File: config.mk
export PLATFORM = sky130hd
export DESIGN_NAME = dtcr_timer_group
export DESIGN_NICKNAME = d
export VERILOG_FILES = /design/src/rtl/dtcr_pkg.sv /design/src/rtl/dtcr_timer_group.sv
export SDC_FILE = /design/constraint.sdc
export NUM_CORES = 1
export LEC_CHECK = 0
export ABC_AREA = 1
export BUFFER_PORTS_ARGS = -buffer_cell sky130_fd_sc_hd__buf_2
export CELL_PAD_IN_SITES_DETAIL_PLACEMENT = 1
export CELL_PAD_IN_SITES_GLOBAL_PLACEMENT = 1
export CORE_ASPECT_RATIO = 0.5
export CORE_MARGIN = 2
export CORE_UTILIZATION = 25
export DETAILED_ROUTE_END_ITERATION = 8
export PLACE_DENSITY = 0.57
export SYNTH_ARGS = -nofsm -noshare
export SYNTH_HDL_FRONTEND = slang
export SYNTH_SLANG_ARGS = --single-unit
File: constraint.sdc
create_clock -name clk_sys -period 3.85 [get_ports clk_sys]
set_clock_uncertainty 0.05 [all_clocks]
set_input_delay 0.1925 -clock clk_sys [delete_from_list [all_inputs] [get_ports clk_sys]]
set_output_delay 0.1925 -clock clk_sys [all_outputs]
set_load 0.005 [all_outputs]
File: src/rtl/dtcr_pkg.sv
// Package holding constants and carrier types of the dual timer capture/reload block.
package dtcr_pkg;
    localparam int TIMER_W = 16;
    localparam int PRESC_W = 3;
    localparam int BASE_DIV = 2;
    localparam logic [15:0] TIMER_RESET = 16'h0000;
    localparam logic [15:0] TIMER_MAX = 16'hFFFF;
    localparam logic [15:0] TIMER_MIN = 16'h0000;
    localparam logic [2:0] PRESC_RESET = 3'h0;

    // Count clock source of a timer.
    typedef enum logic [1:0] {
        DTCR_SRC_PRESC = 2'h0,
        DTCR_SRC_PIN = 2'h1,
        DTCR_SRC_TOGGLE = 2'h2,
        DTCR_SRC_OFF = 2'h3
    } dtcr_src_e;

    // Edge selection for capture and external count inputs.
    typedef enum logic [1:0] {
        DTCR_EDGE_NONE = 2'h0,
        DTCR_EDGE_RISE = 2'h1,
        DTCR_EDGE_FALL = 2'h2,
        DTCR_EDGE_BOTH = 2'h3
    } dtcr_edge_e;

    typedef struct packed {
        logic run;
        dtcr_src_e src;
        dtcr_edge_e pinEdge;
        logic [2:0] presc;
        logic downSw;
        logic dirPinEn;
    } dtcr_tcfg_s;

    typedef struct packed {
        dtcr_edge_e capEdge;
        dtcr_edge_e quadAEdge;
        dtcr_edge_e quadBEdge;
        logic clearOnCap;
        logic reloadEn;
        logic toggleOutEn;
    } dtcr_ccfg_s;
endpackage

File: src/rtl/dtcr_timer_group.sv
// Timer group with auxiliary and core timers plus capture/reload register.
//
// Behaviour
// - Finest count step is two system clock cycles.
// - Each timer counts prescaled system clock or an external input signal.
// - Direction from software bit, inverted by direction pin level when enabled.
// - Core toggle latch inverts on every core overflow or underflow.
// - Toggle latch may clock auxiliary timer and drives toggle output pin, whose enable is high only while toggleOutEn is clear.
// - Core overflow/underflow pulses are offered to capture/compare unit timers.
// - When enabled, core overflow/underflow reloads core from capture/reload register.
// - Selected capture pin edge copies auxiliary count into capture/reload register.
// - With clear option, auxiliary timer goes to zero right after capture.
// - Neighbor timer quadrature input edges may also trigger the capture.
// - Both timers are sixteen bits and wrap; only the core timer gives overflow/underflow events.
`timescale 1ns/10ps
`default_nettype none
module dtcr_timer_group #(
    parameter int TIMER_W = dtcr_pkg::TIMER_W
) (
    input wire logic clk_sys,
    input wire logic rst,
    input wire dtcr_pkg::dtcr_tcfg_s auxCfg,
    input wire dtcr_pkg::dtcr_tcfg_s coreCfg,
    input wire dtcr_pkg::dtcr_ccfg_s capCfg,
    input wire logic auxCountPin,
    input wire logic coreCountPin,
    input wire logic auxDirPin,
    input wire logic coreDirPin,
    input wire logic capturePin,
    input wire logic quadInputA,
    input wire logic quadInputB,
    output logic [TIMER_W-1:0] auxTimer,
    output logic [TIMER_W-1:0] coreTimer,
    output logic [TIMER_W-1:0] captureReloadReg,
    output logic coreToggleLatch,
    output logic toggleLatchOutPin,
    output logic toggleLatchOutEn,
    output logic capcompClockPulse,
    output logic captureEvent
);
    // Pin index: 0 auxCount, 1 coreCount, 2 auxDir, 3 coreDir, 4 capture, 5 quadA, 6 quadB.
    localparam int NPIN = 7;
    logic [NPIN-1:0] pinRaw;
    logic [NPIN-1:0] syncA_r;
    logic [NPIN-1:0] syncB_r;
    logic [NPIN-1:0] prev_r;
    logic [NPIN-1:0] rise;
    logic [NPIN-1:0] fall;

    assign pinRaw = {quadInputB, quadInputA, capturePin, coreDirPin, auxDirPin,
                     coreCountPin, auxCountPin};

    // Pins are asynchronous; the first stage is read only by the second.
    always_ff @(posedge clk_sys or posedge rst) begin
        if (rst) begin
            syncA_r <= '0;
            syncB_r <= '0;
            prev_r <= '0;
        end else begin
            syncA_r <= pinRaw;
            syncB_r <= syncA_r;
            prev_r <= syncB_r;
        end
    end

    assign rise = syncB_r & ~prev_r;
    assign fall = ~syncB_r & prev_r;

    function automatic logic edgeHit(input dtcr_pkg::dtcr_edge_e sel, input logic r,
                                     input logic f);
        edgeHit = ((sel == dtcr_pkg::DTCR_EDGE_RISE) && r) ||
                  ((sel == dtcr_pkg::DTCR_EDGE_FALL) && f) ||
                  ((sel == dtcr_pkg::DTCR_EDGE_BOTH) && (r || f));
    endfunction

    // Base divider gives a tick every two system cycles, the finest step.
    logic baseDiv_r;
    logic baseDiv_nxt;
    logic baseTick;
    logic [7:0] presc_r;
    logic [7:0] presc_nxt;
    always_comb begin
        baseDiv_nxt = ~baseDiv_r;
        presc_nxt = baseDiv_r ? presc_r + 8'h01 : presc_r;
    end
    assign baseTick = baseDiv_r;
    always_ff @(posedge clk_sys or posedge rst) begin
        if (rst) begin
            baseDiv_r <= 1'b0;
            presc_r <= 8'h00;
        end else begin
            baseDiv_r <= baseDiv_nxt;
            presc_r <= presc_nxt;
        end
    end

    // Prescaler tap: a tick when all bits below the selected stage are ones.
    function automatic logic prescTick(input logic [2:0] sel, input logic [7:0] cnt,
                                       input logic tick);
        logic [7:0] mask;
        mask = 8'h00;
        mask = (8'h01 << sel) - 8'h01;
        prescTick = tick && ((cnt & mask) == mask);
    endfunction

    logic auxStep;
    logic coreStep;
    logic auxDown;
    logic coreDown;
    logic coreWrap;
    logic capTrig;
    logic auxClr;
    logic toggleEdge;

    always_comb begin
        unique case (coreCfg.src)
            dtcr_pkg::DTCR_SRC_PRESC: coreStep = prescTick(coreCfg.presc, presc_r, baseTick);
            dtcr_pkg::DTCR_SRC_PIN: coreStep = edgeHit(coreCfg.pinEdge, rise[1], fall[1]);
            default: coreStep = 1'b0;
        endcase
        unique case (auxCfg.src)
            dtcr_pkg::DTCR_SRC_PRESC: auxStep = prescTick(auxCfg.presc, presc_r, baseTick);
            dtcr_pkg::DTCR_SRC_PIN: auxStep = edgeHit(auxCfg.pinEdge, rise[0], fall[0]);
            dtcr_pkg::DTCR_SRC_TOGGLE: auxStep = toggleEdge;
            default: auxStep = 1'b0;
        endcase
        auxStep = auxStep && auxCfg.run;
        coreStep = coreStep && coreCfg.run;
        auxDown = auxCfg.dirPinEn ? (auxCfg.downSw ^ syncB_r[2]) : auxCfg.downSw;
        coreDown = coreCfg.dirPinEn ? (coreCfg.downSw ^ syncB_r[3]) : coreCfg.downSw;
    end

    // Core timer and toggle latch.
    logic [TIMER_W-1:0] core_r;
    logic [TIMER_W-1:0] core_nxt;
    // The reload reads the capture register, so it is declared ahead of the core timer logic.
    logic [TIMER_W-1:0] capture_reload_reg_r;
    logic [TIMER_W-1:0] capture_reload_reg_nxt;
    logic tgl_r;
    logic tgl_nxt;
    logic wrap_r;
    logic wrap_nxt;
    always_comb begin
        coreWrap = coreStep && (coreDown ? (core_r == TIMER_W'(dtcr_pkg::TIMER_MIN))
                                         : (core_r == TIMER_W'(dtcr_pkg::TIMER_MAX)));
        core_nxt = core_r;
        if (coreStep) begin
            core_nxt = coreDown ? core_r - TIMER_W'(1) : core_r + TIMER_W'(1);
        end
        if (coreWrap && capCfg.reloadEn) begin
            core_nxt = capture_reload_reg_r;
        end
        tgl_nxt = coreWrap ? ~tgl_r : tgl_r;
        wrap_nxt = coreWrap;
    end
    // A latch change is a step for the auxiliary timer in the cycle after it.
    assign toggleEdge = wrap_r;
    always_ff @(posedge clk_sys or posedge rst) begin
        if (rst) begin
            core_r <= TIMER_W'(dtcr_pkg::TIMER_RESET);
            tgl_r <= 1'b0;
            wrap_r <= 1'b0;
        end else begin
            core_r <= core_nxt;
            tgl_r <= tgl_nxt;
            wrap_r <= wrap_nxt;
        end
    end

    // Auxiliary timer and capture/reload register.
    logic [TIMER_W-1:0] aux_r;
    logic [TIMER_W-1:0] aux_nxt;
    logic capEv_r;
    logic capEv_nxt;
    always_comb begin
        capTrig = edgeHit(capCfg.capEdge, rise[4], fall[4]) ||
                  edgeHit(capCfg.quadAEdge, rise[5], fall[5]) ||
                  edgeHit(capCfg.quadBEdge, rise[6], fall[6]);
        auxClr = capTrig && capCfg.clearOnCap;
        aux_nxt = aux_r;
        if (auxStep) begin
            aux_nxt = auxDown ? aux_r - TIMER_W'(1) : aux_r + TIMER_W'(1);
        end
        // Clearing wins over a count step so the next interval starts at zero.
        if (auxClr) begin
            aux_nxt = '0;
        end
        // A reload only reads the register, so it is written by capture alone.
        capture_reload_reg_nxt = capTrig ? aux_r : capture_reload_reg_r;
        capEv_nxt = capTrig;
    end
    always_ff @(posedge clk_sys or posedge rst) begin
        if (rst) begin
            aux_r <= TIMER_W'(dtcr_pkg::TIMER_RESET);
            capture_reload_reg_r <= TIMER_W'(dtcr_pkg::TIMER_RESET);
            capEv_r <= 1'b0;
        end else begin
            aux_r <= aux_nxt;
            capture_reload_reg_r <= capture_reload_reg_nxt;
            capEv_r <= capEv_nxt;
        end
    end

    assign auxTimer = aux_r;
    assign coreTimer = core_r;
    assign captureReloadReg = capture_reload_reg_r;
    assign coreToggleLatch = tgl_r;
    assign toggleLatchOutPin = tgl_r;
    assign toggleLatchOutEn = ~capCfg.toggleOutEn;
    assign capcompClockPulse = wrap_r;
    assign captureEvent = capEv_r;

    // Assertions.
    property p_base_div;
        @(posedge clk_sys) disable iff (rst) baseTick |=> !baseTick;
    endproperty
    a_base_div: assert property (p_base_div) else $error("base tick faster than two cycles");

    property p_toggle;
        @(posedge clk_sys) disable iff (rst) coreWrap |=> (tgl_r != $past(tgl_r));
    endproperty
    a_toggle: assert property (p_toggle) else $error("toggle latch did not invert");

    property p_toggle_hold;
        @(posedge clk_sys) disable iff (rst) !coreWrap |=> (tgl_r == $past(tgl_r));
    endproperty
    a_toggle_hold: assert property (p_toggle_hold) else $error("toggle latch changed");

    property p_capcomp;
        @(posedge clk_sys) disable iff (rst) coreWrap |=> capcompClockPulse;
    endproperty
    a_capcomp: assert property (p_capcomp) else $error("capcomp pulse missing");

    property p_reload;
        @(posedge clk_sys) disable iff (rst)
            (coreWrap && capCfg.reloadEn) |=> (core_r == $past(capture_reload_reg_r));
    endproperty
    a_reload: assert property (p_reload) else $error("core not reloaded");

    property p_capture;
        @(posedge clk_sys) disable iff (rst) capTrig |=> (capture_reload_reg_r == $past(aux_r));
    endproperty
    a_capture: assert property (p_capture) else $error("capture value wrong");

    property p_clear;
        @(posedge clk_sys) disable iff (rst) auxClr |=> (aux_r == '0);
    endproperty
    a_clear: assert property (p_clear) else $error("aux not cleared");

    property p_keep;
        @(posedge clk_sys) disable iff (rst) !capTrig |=> $stable(capture_reload_reg_r);
    endproperty
    a_keep: assert property (p_keep) else $error("capture reg changed");

    property p_wrap_up;
        @(posedge clk_sys) disable iff (rst)
            (coreStep && !coreDown && core_r == TIMER_W'(dtcr_pkg::TIMER_MAX) && !capCfg.reloadEn)
            |=> core_r == '0;
    endproperty
    a_wrap_up: assert property (p_wrap_up) else $error("core wrap wrong");

    property p_wrap_down;
        @(posedge clk_sys) disable iff (rst)
            (coreStep && coreDown && core_r == TIMER_W'(dtcr_pkg::TIMER_MIN) && !capCfg.reloadEn)
            |=> core_r == TIMER_W'(dtcr_pkg::TIMER_MAX);
    endproperty
    a_wrap_down: assert property (p_wrap_down) else $error("core underflow wrong");

    // A timer without a step must hold still; a prescaler stuck on would break this.
    property p_core_hold;
        @(posedge clk_sys) disable iff (rst) !coreStep |=> $stable(core_r);
    endproperty
    a_core_hold: assert property (p_core_hold) else $error("core changed without step");

    property p_aux_hold;
        @(posedge clk_sys) disable iff (rst) (!auxStep && !auxClr) |=> $stable(aux_r);
    endproperty
    a_aux_hold: assert property (p_aux_hold) else $error("aux changed without step");

    property p_core_dir;
        @(posedge clk_sys) disable iff (rst) (coreStep && !coreWrap) |=>
            (core_r == ($past(coreDown) ? $past(core_r) - TIMER_W'(1)
                                        : $past(core_r) + TIMER_W'(1)));
    endproperty
    a_core_dir: assert property (p_core_dir) else $error("core step direction wrong");

    property p_aux_toggle;
        @(posedge clk_sys) disable iff (rst)
            (auxCfg.run && auxCfg.src == dtcr_pkg::DTCR_SRC_TOGGLE && wrap_r) |-> auxStep;
    endproperty
    a_aux_toggle: assert property (p_aux_toggle) else $error("toggle did not clock aux");

    property p_cap_event;
        @(posedge clk_sys) disable iff (rst) capTrig |=> captureEvent;
    endproperty
    a_cap_event: assert property (p_cap_event) else $error("capture event missing");

    c_reload: cover property (@(posedge clk_sys) disable iff (rst) coreWrap && capCfg.reloadEn);
    c_capclr: cover property (@(posedge clk_sys) disable iff (rst) auxClr);
    c_quad: cover property (@(posedge clk_sys) disable iff (rst) capTrig && (rise[5] || fall[6]));
    c_aux_toggle: cover property (@(posedge clk_sys) disable iff (rst)
        auxStep && auxCfg.src == dtcr_pkg::DTCR_SRC_TOGGLE);
    c_underflow: cover property (@(posedge clk_sys) disable iff (rst) coreWrap && coreDown);
endmodule
`default_nettype wire

Word-level counts from Yosys, hierarchy flattened:

Index checks and enable logic that the tools add are counted.

* register bits: 81
* input port bits: 38
* output and inout port bits: 53
* word-level logic and storage cells: 107

* add/sub/neg operators: 7
* equal/unequal tests: 21
* shift operators: 2
* mux-type cells: 11
* bitwise logic cells: 11
* reduce and logical (&&, ||, !) cells: 44

Operator list (count)
* 16-bit 2-to-1 mux: 6
* 16-bit by 1-bit adder with 16-bit output (second input constant): 2
* 16-bit by 1-bit subtractor with 16-bit output (second input constant): 2
* 2-bit equality test (second input constant): 11
* 1-bit logical AND: 22
* 1-bit logical OR: 17
* 8-bit AND: 2
* 16-bit equality test (second input constant): 1
* 8-bit equality test: 2
* 16-bit zero test: 1
* 1-bit by 3-bit left shift with 8-bit output (first input constant): 2
* 8-bit by 1-bit subtractor with 8-bit output (second input constant): 2
* 7-bit AND: 2
* 2-bit by 1-bit equality test with 1-bit output (second input constant): 7
* 7-bit inverter: 2
* 8-bit by 1-bit adder with 8-bit output (second input constant): 1
* 2-bit zero test: 2
* 2-bit nonzero test: 2
* 1-bit 2-to-1 mux: 3
* 1-bit inverter: 3
* 1-bit case mux with 3 select lines: 1
* 1-bit case mux with 2 select lines: 1
* 1-bit bitwise XOR: 2

Depth between registers and ports, before layout:

* depth after elaboration: 10
* mapped depth: 15

Least setup slack after synthesis:

OpenSTA, ideal clock, no wires.

* path type: register -> register
* from: reg syncB_r[2]
* to: reg aux_r[14] (netlist: auxTimer[14])
* setup time: 0.117 ns
* arrival: 2.188 ns
* data required time: 3.683 ns
* setup slack: 1.495 ns
* cell stages (with the launch flop): 14
* buffers on the path: 0
* period minus slack after synthesis: 2.355 ns
* path through: dfrtp_1 > nand2_1 > or2_2 > nand2_1 > inv_1 > fa_1 > o21ai_1 > nand3_1 > nand2_1 > nand3_1 > nand2_1 > nand2_1 > nand3_1 > nand2_1

* cells in the longest elaborated chain, start to end: 5

RTL lines
* start, declared: line dtcr_timer_group.sv:45 `logic [NPIN-1:0] syncB_r;`
* start signal, assigned: line dtcr_timer_group.sv:61 `syncB_r <= syncA_r;`
* 1-bit bitwise XOR: line dtcr_timer_group.sv:129 `auxDown = auxCfg.dirPinEn ? (auxCfg.downSw ^ syncB_r[2]) : auxCfg.downSw;`
* 1-bit 2-to-1 mux: line dtcr_timer_group.sv:129
* 16-bit 2-to-1 mux: line dtcr_timer_group.sv:182 `aux_nxt = auxDown ? aux_r - TIMER_W'(1) : aux_r + TIMER_W'(1);`
* 16-bit 2-to-1 mux: line dtcr_timer_group.sv:181 `if (auxStep) begin`
* 16-bit 2-to-1 mux: line dtcr_timer_group.sv:185 `if (auxClr) begin`
* end signal, assigned: line dtcr_timer_group.sv:194 `aux_r <= TIMER_W'(dtcr_pkg::TIMER_RESET);`
* end signal, assigned: line dtcr_timer_group.sv:198 `aux_r <= aux_nxt;`
* end, declared: line dtcr_timer_group.sv:171 `logic [TIMER_W-1:0] aux_r;`

Every way passes these cells. The select of a mux whose other input is x is not followed.
A chain may end at the register's enable or synchronous reset.

Worst setup path in the final report:

Ends and elaborated chain as after synthesis.

==> qor.csv <==
metric,value,unit
Setup WS post-layout,1.07,ns
top-level port count,91,
first-pass GRT wire length,26400,um
CTS tree,done,
startpoint types,flop,
starting density of the core,0.254,
hpwl dp,12500,um
worst hold stages,4,
ys flop type,dfrtp_1,
period utilization,0.722,
Worst Path Buf+Inv,1,
Max VDD drop,0.222,mV
CP Data Required Time,4.04,ns
htree depth,3,
Tmin final,2.78,ns
Slew Limit Fails,0,
reg-to-reg startpoint,syncB_r[2]$_DFF_PP0_,
CP Data Arrival Time,2.97,ns
Cell variety after synth,40,
number of vias per cell,4.51,
Hold Path Origin,capCfg[2],
R2R Setup Slk,1.07,ns
die height,106,um
Worst Tran Pin Value,0.773,ns
Clock transition at path regs,0.06,ns
Post-Place Setup Slack,1.06,ns
CP cell instances,nand2_1 -> or2_2 -> nand2_1 -> inv_1 -> fa_1 -> o21ai_1 -> nand3_1 -> nand2_1 -> nand3_1 -> nand2_1 -> nand2_1 -> nand3_1 -> nand2_1,
Max Freq,0.360,GHz
Post-synth EDFFs,0,
Root Buffer,clkbuf_16,
IO Port Bufs,90,
Worst R2R End,auxTimer[14]$_DFFE_PP0P_,
Hold/Removal Path Class,in2reg,
worst rel slew slack,0.484,
total track usage,0.152,
max cap viols,0,
crit-path max cell delay,0.48,ns
Static Leak,3.34,nW
gpl congestion,0.812,
"Seq/Total Area, Yosys",0.374,
Synth Area per Inst,7.50,um^2
critical path's slowest cell,nand2_1,
Max Fanout on Critical Path,16,
Synth async-reset ratio,1.00,
"Hold Violations, Final",0,
layout cell share with drive strength beyond 1,0.162,
Crit path max-delay family,simple AND/OR/NAND/NOR gates,
Layout Area Growth over Synthesis,20.9,%
flop and latch count out of synthesis,78,
Synth Instances,695,
Post-DRT Antenna Nets,0,
outcome,"finished, final reports clean",
critical path type,reg2reg,
CP dominant cell by count,nand2_1,
initial antenna violation count,0,
"Net Count, Synth",774,
clock latency on the worst-skew pair,0.35,ns
Die W,208,um
gr ovfl total,0,
vias in the first global route,4946,
Hold EP,auxTimer[0]$_DFFE_PP0P_,
Post-CTS Resized,0,
clock sink count,78,
# setup viols final,0,
Avg WL per Cell,14.8,um
CTS buffer count,9,
NumNets Final,870,
Rows,37,
Core Area,20500,um^2
most frequent cells in the layout,"224 x nand2_1, 90 x buf_2, 78 x dfrtp_1",
Yosys warning count,0,
Post-Syn Area,5210,um^2
DR pass1 iterations,4,
unrepaired setup endpoints after global routing,no,
die footprint,22100,um^2
setup TNS,0,ns
Max Buffers Root-to-Sink,2,
initial detailed-routing violation count,121,
Power per Cell Area,566,nW/um^2
reg2reg path depth,13,
ant diodes,0,
Setup crit end kind,flop,
drt total wl,15900,um
"commonest non-fill, non-tap cell in the layout",nand2_1,
Residual DRC,0,
largest net degree at the start of global routing,41,
vias after detailed routing,4816,
[sequential cells by signal, indices dropped and copies added, names as in the netlist]
name	flops
auxTimer	16
captureReloadReg	16
coreTimer	16
presc_r	7
syncA_r	7
syncB_r	7
prev_r	5
baseDiv_r	1
capcompClockPulse	1
captureEvent	1
coreToggleLatch	1
[worst max-delay path by stage]
stage	to	from	cells past startpoint
2_1_floorplan	auxTimer[14]$_DFFE_PP0P_	syncB_r[2]$_DFF_PP0_	13
3_3_place_gp	auxTimer[14]$_DFFE_PP0P_	syncB_r[2]$_DFF_PP0_	13
3_5_place_dp	auxTimer[14]$_DFFE_PP0P_	syncB_r[2]$_DFF_PP0_	13
4_1_cts	auxTimer[14]$_DFFE_PP0P_	syncB_r[2]$_DFF_PP0_	13
5_1_grt	coreTimer[11]$_DFFE_PP0P_	syncB_r[3]$_DFF_PP0_	14
6_report	auxTimer[14]$_DFFE_PP0P_	syncB_r[2]$_DFF_PP0_	13
[power breakdown]
part,internal (mW),switching [mW]
Clock,0.537,0.370
Sequential,0.969,0.199
Combinational,0.585,0.906
[cell type report]
cell class,instances,area (um^2)
Clock buffer,11,253
Tap cell,273,342
Clock inverter,5,57.6
Multi-Input combinational cell,525,2860
Timing Repair Buffer,100,546
Sequential cell,78,1950
Fill cell,2558,14200
Inverter,77,290
[worst reg2reg max path: cells and delay by family (launching register included)]
kind	cells	cell delay [ns]
adder cells (fa/ha/maj)	1	0.43
AND/OR/NAND/NOR	10	1.41
buffers and inverters	1	0.13
AO/OA/AOI/OAI	1	0.32
flip-flops	1	0.32
[cell usage after synthesis, drive strengths merged (6+ instances only)]
master,instances,area [um^2]
a21oi,30,180
buf,13,103
dfrtp,78,1950
ha,39,488
inv,77,289
nand2,229,882
nand3,63,320
nand4,12,90.1
nor2,52,208
nor3,6,30.0
o21ai,41,220
xnor2,11,96.3
xor2,12,105
[metal layers]
metal  track usage  wire [um]  vias up
met5             0          0        -
met4        0.0339        130        0
met3        0.0334        434       10
met2         0.262       7550       43
met1         0.195       7730     2324
li1              -          -     2439
[stage by stage]
| stage | instance area, um^2 | hold slack (ns) | util | power, mW | std cells |
|---|---|---|---|---|---|
| after CTS | 6300 | 0.185 | 0.307 | 3.63 | 1069 |
| after detailed placement | 5910 | 0.252 | 0.288 | 2.68 | 1045 |
| after global routing | 6300 | 0.203 | 0.307 | 3.90 | 1069 |
| after global placement | 5910 | 0.251 | 0.288 | 2.66 | 1045 |
| final | 6300 | 0.197 | 0.307 | 3.57 | 1069 |
| after floorplan | 5210 | 0.174 | - | 2.16 | 695 |
[cells by family (layout without fill, tap and decap cells)]
| group | Yosys count | after routing | synth area share |
|---|---|---|---|
| xor gates and xnor gates | 23 | 23 | 0.0386 |
| buffers and inverters | 92 | 193 | 0.0766 |
| AOI/OAI and AO/OA | 90 | 90 | 0.103 |
| DFF | 78 | 78 | 0.374 |
| and+or+nand+nor | 371 | 371 | 0.306 |
| adders and majority gates | 41 | 41 | 0.101 |
[timing repair]
action                    in CTS  in global routing
hold endpoints to repair      45                  0
buffers inserted               0                  0
hold buffers                   8                  0
Note: power is estimated with default switching activity, not from simulation.
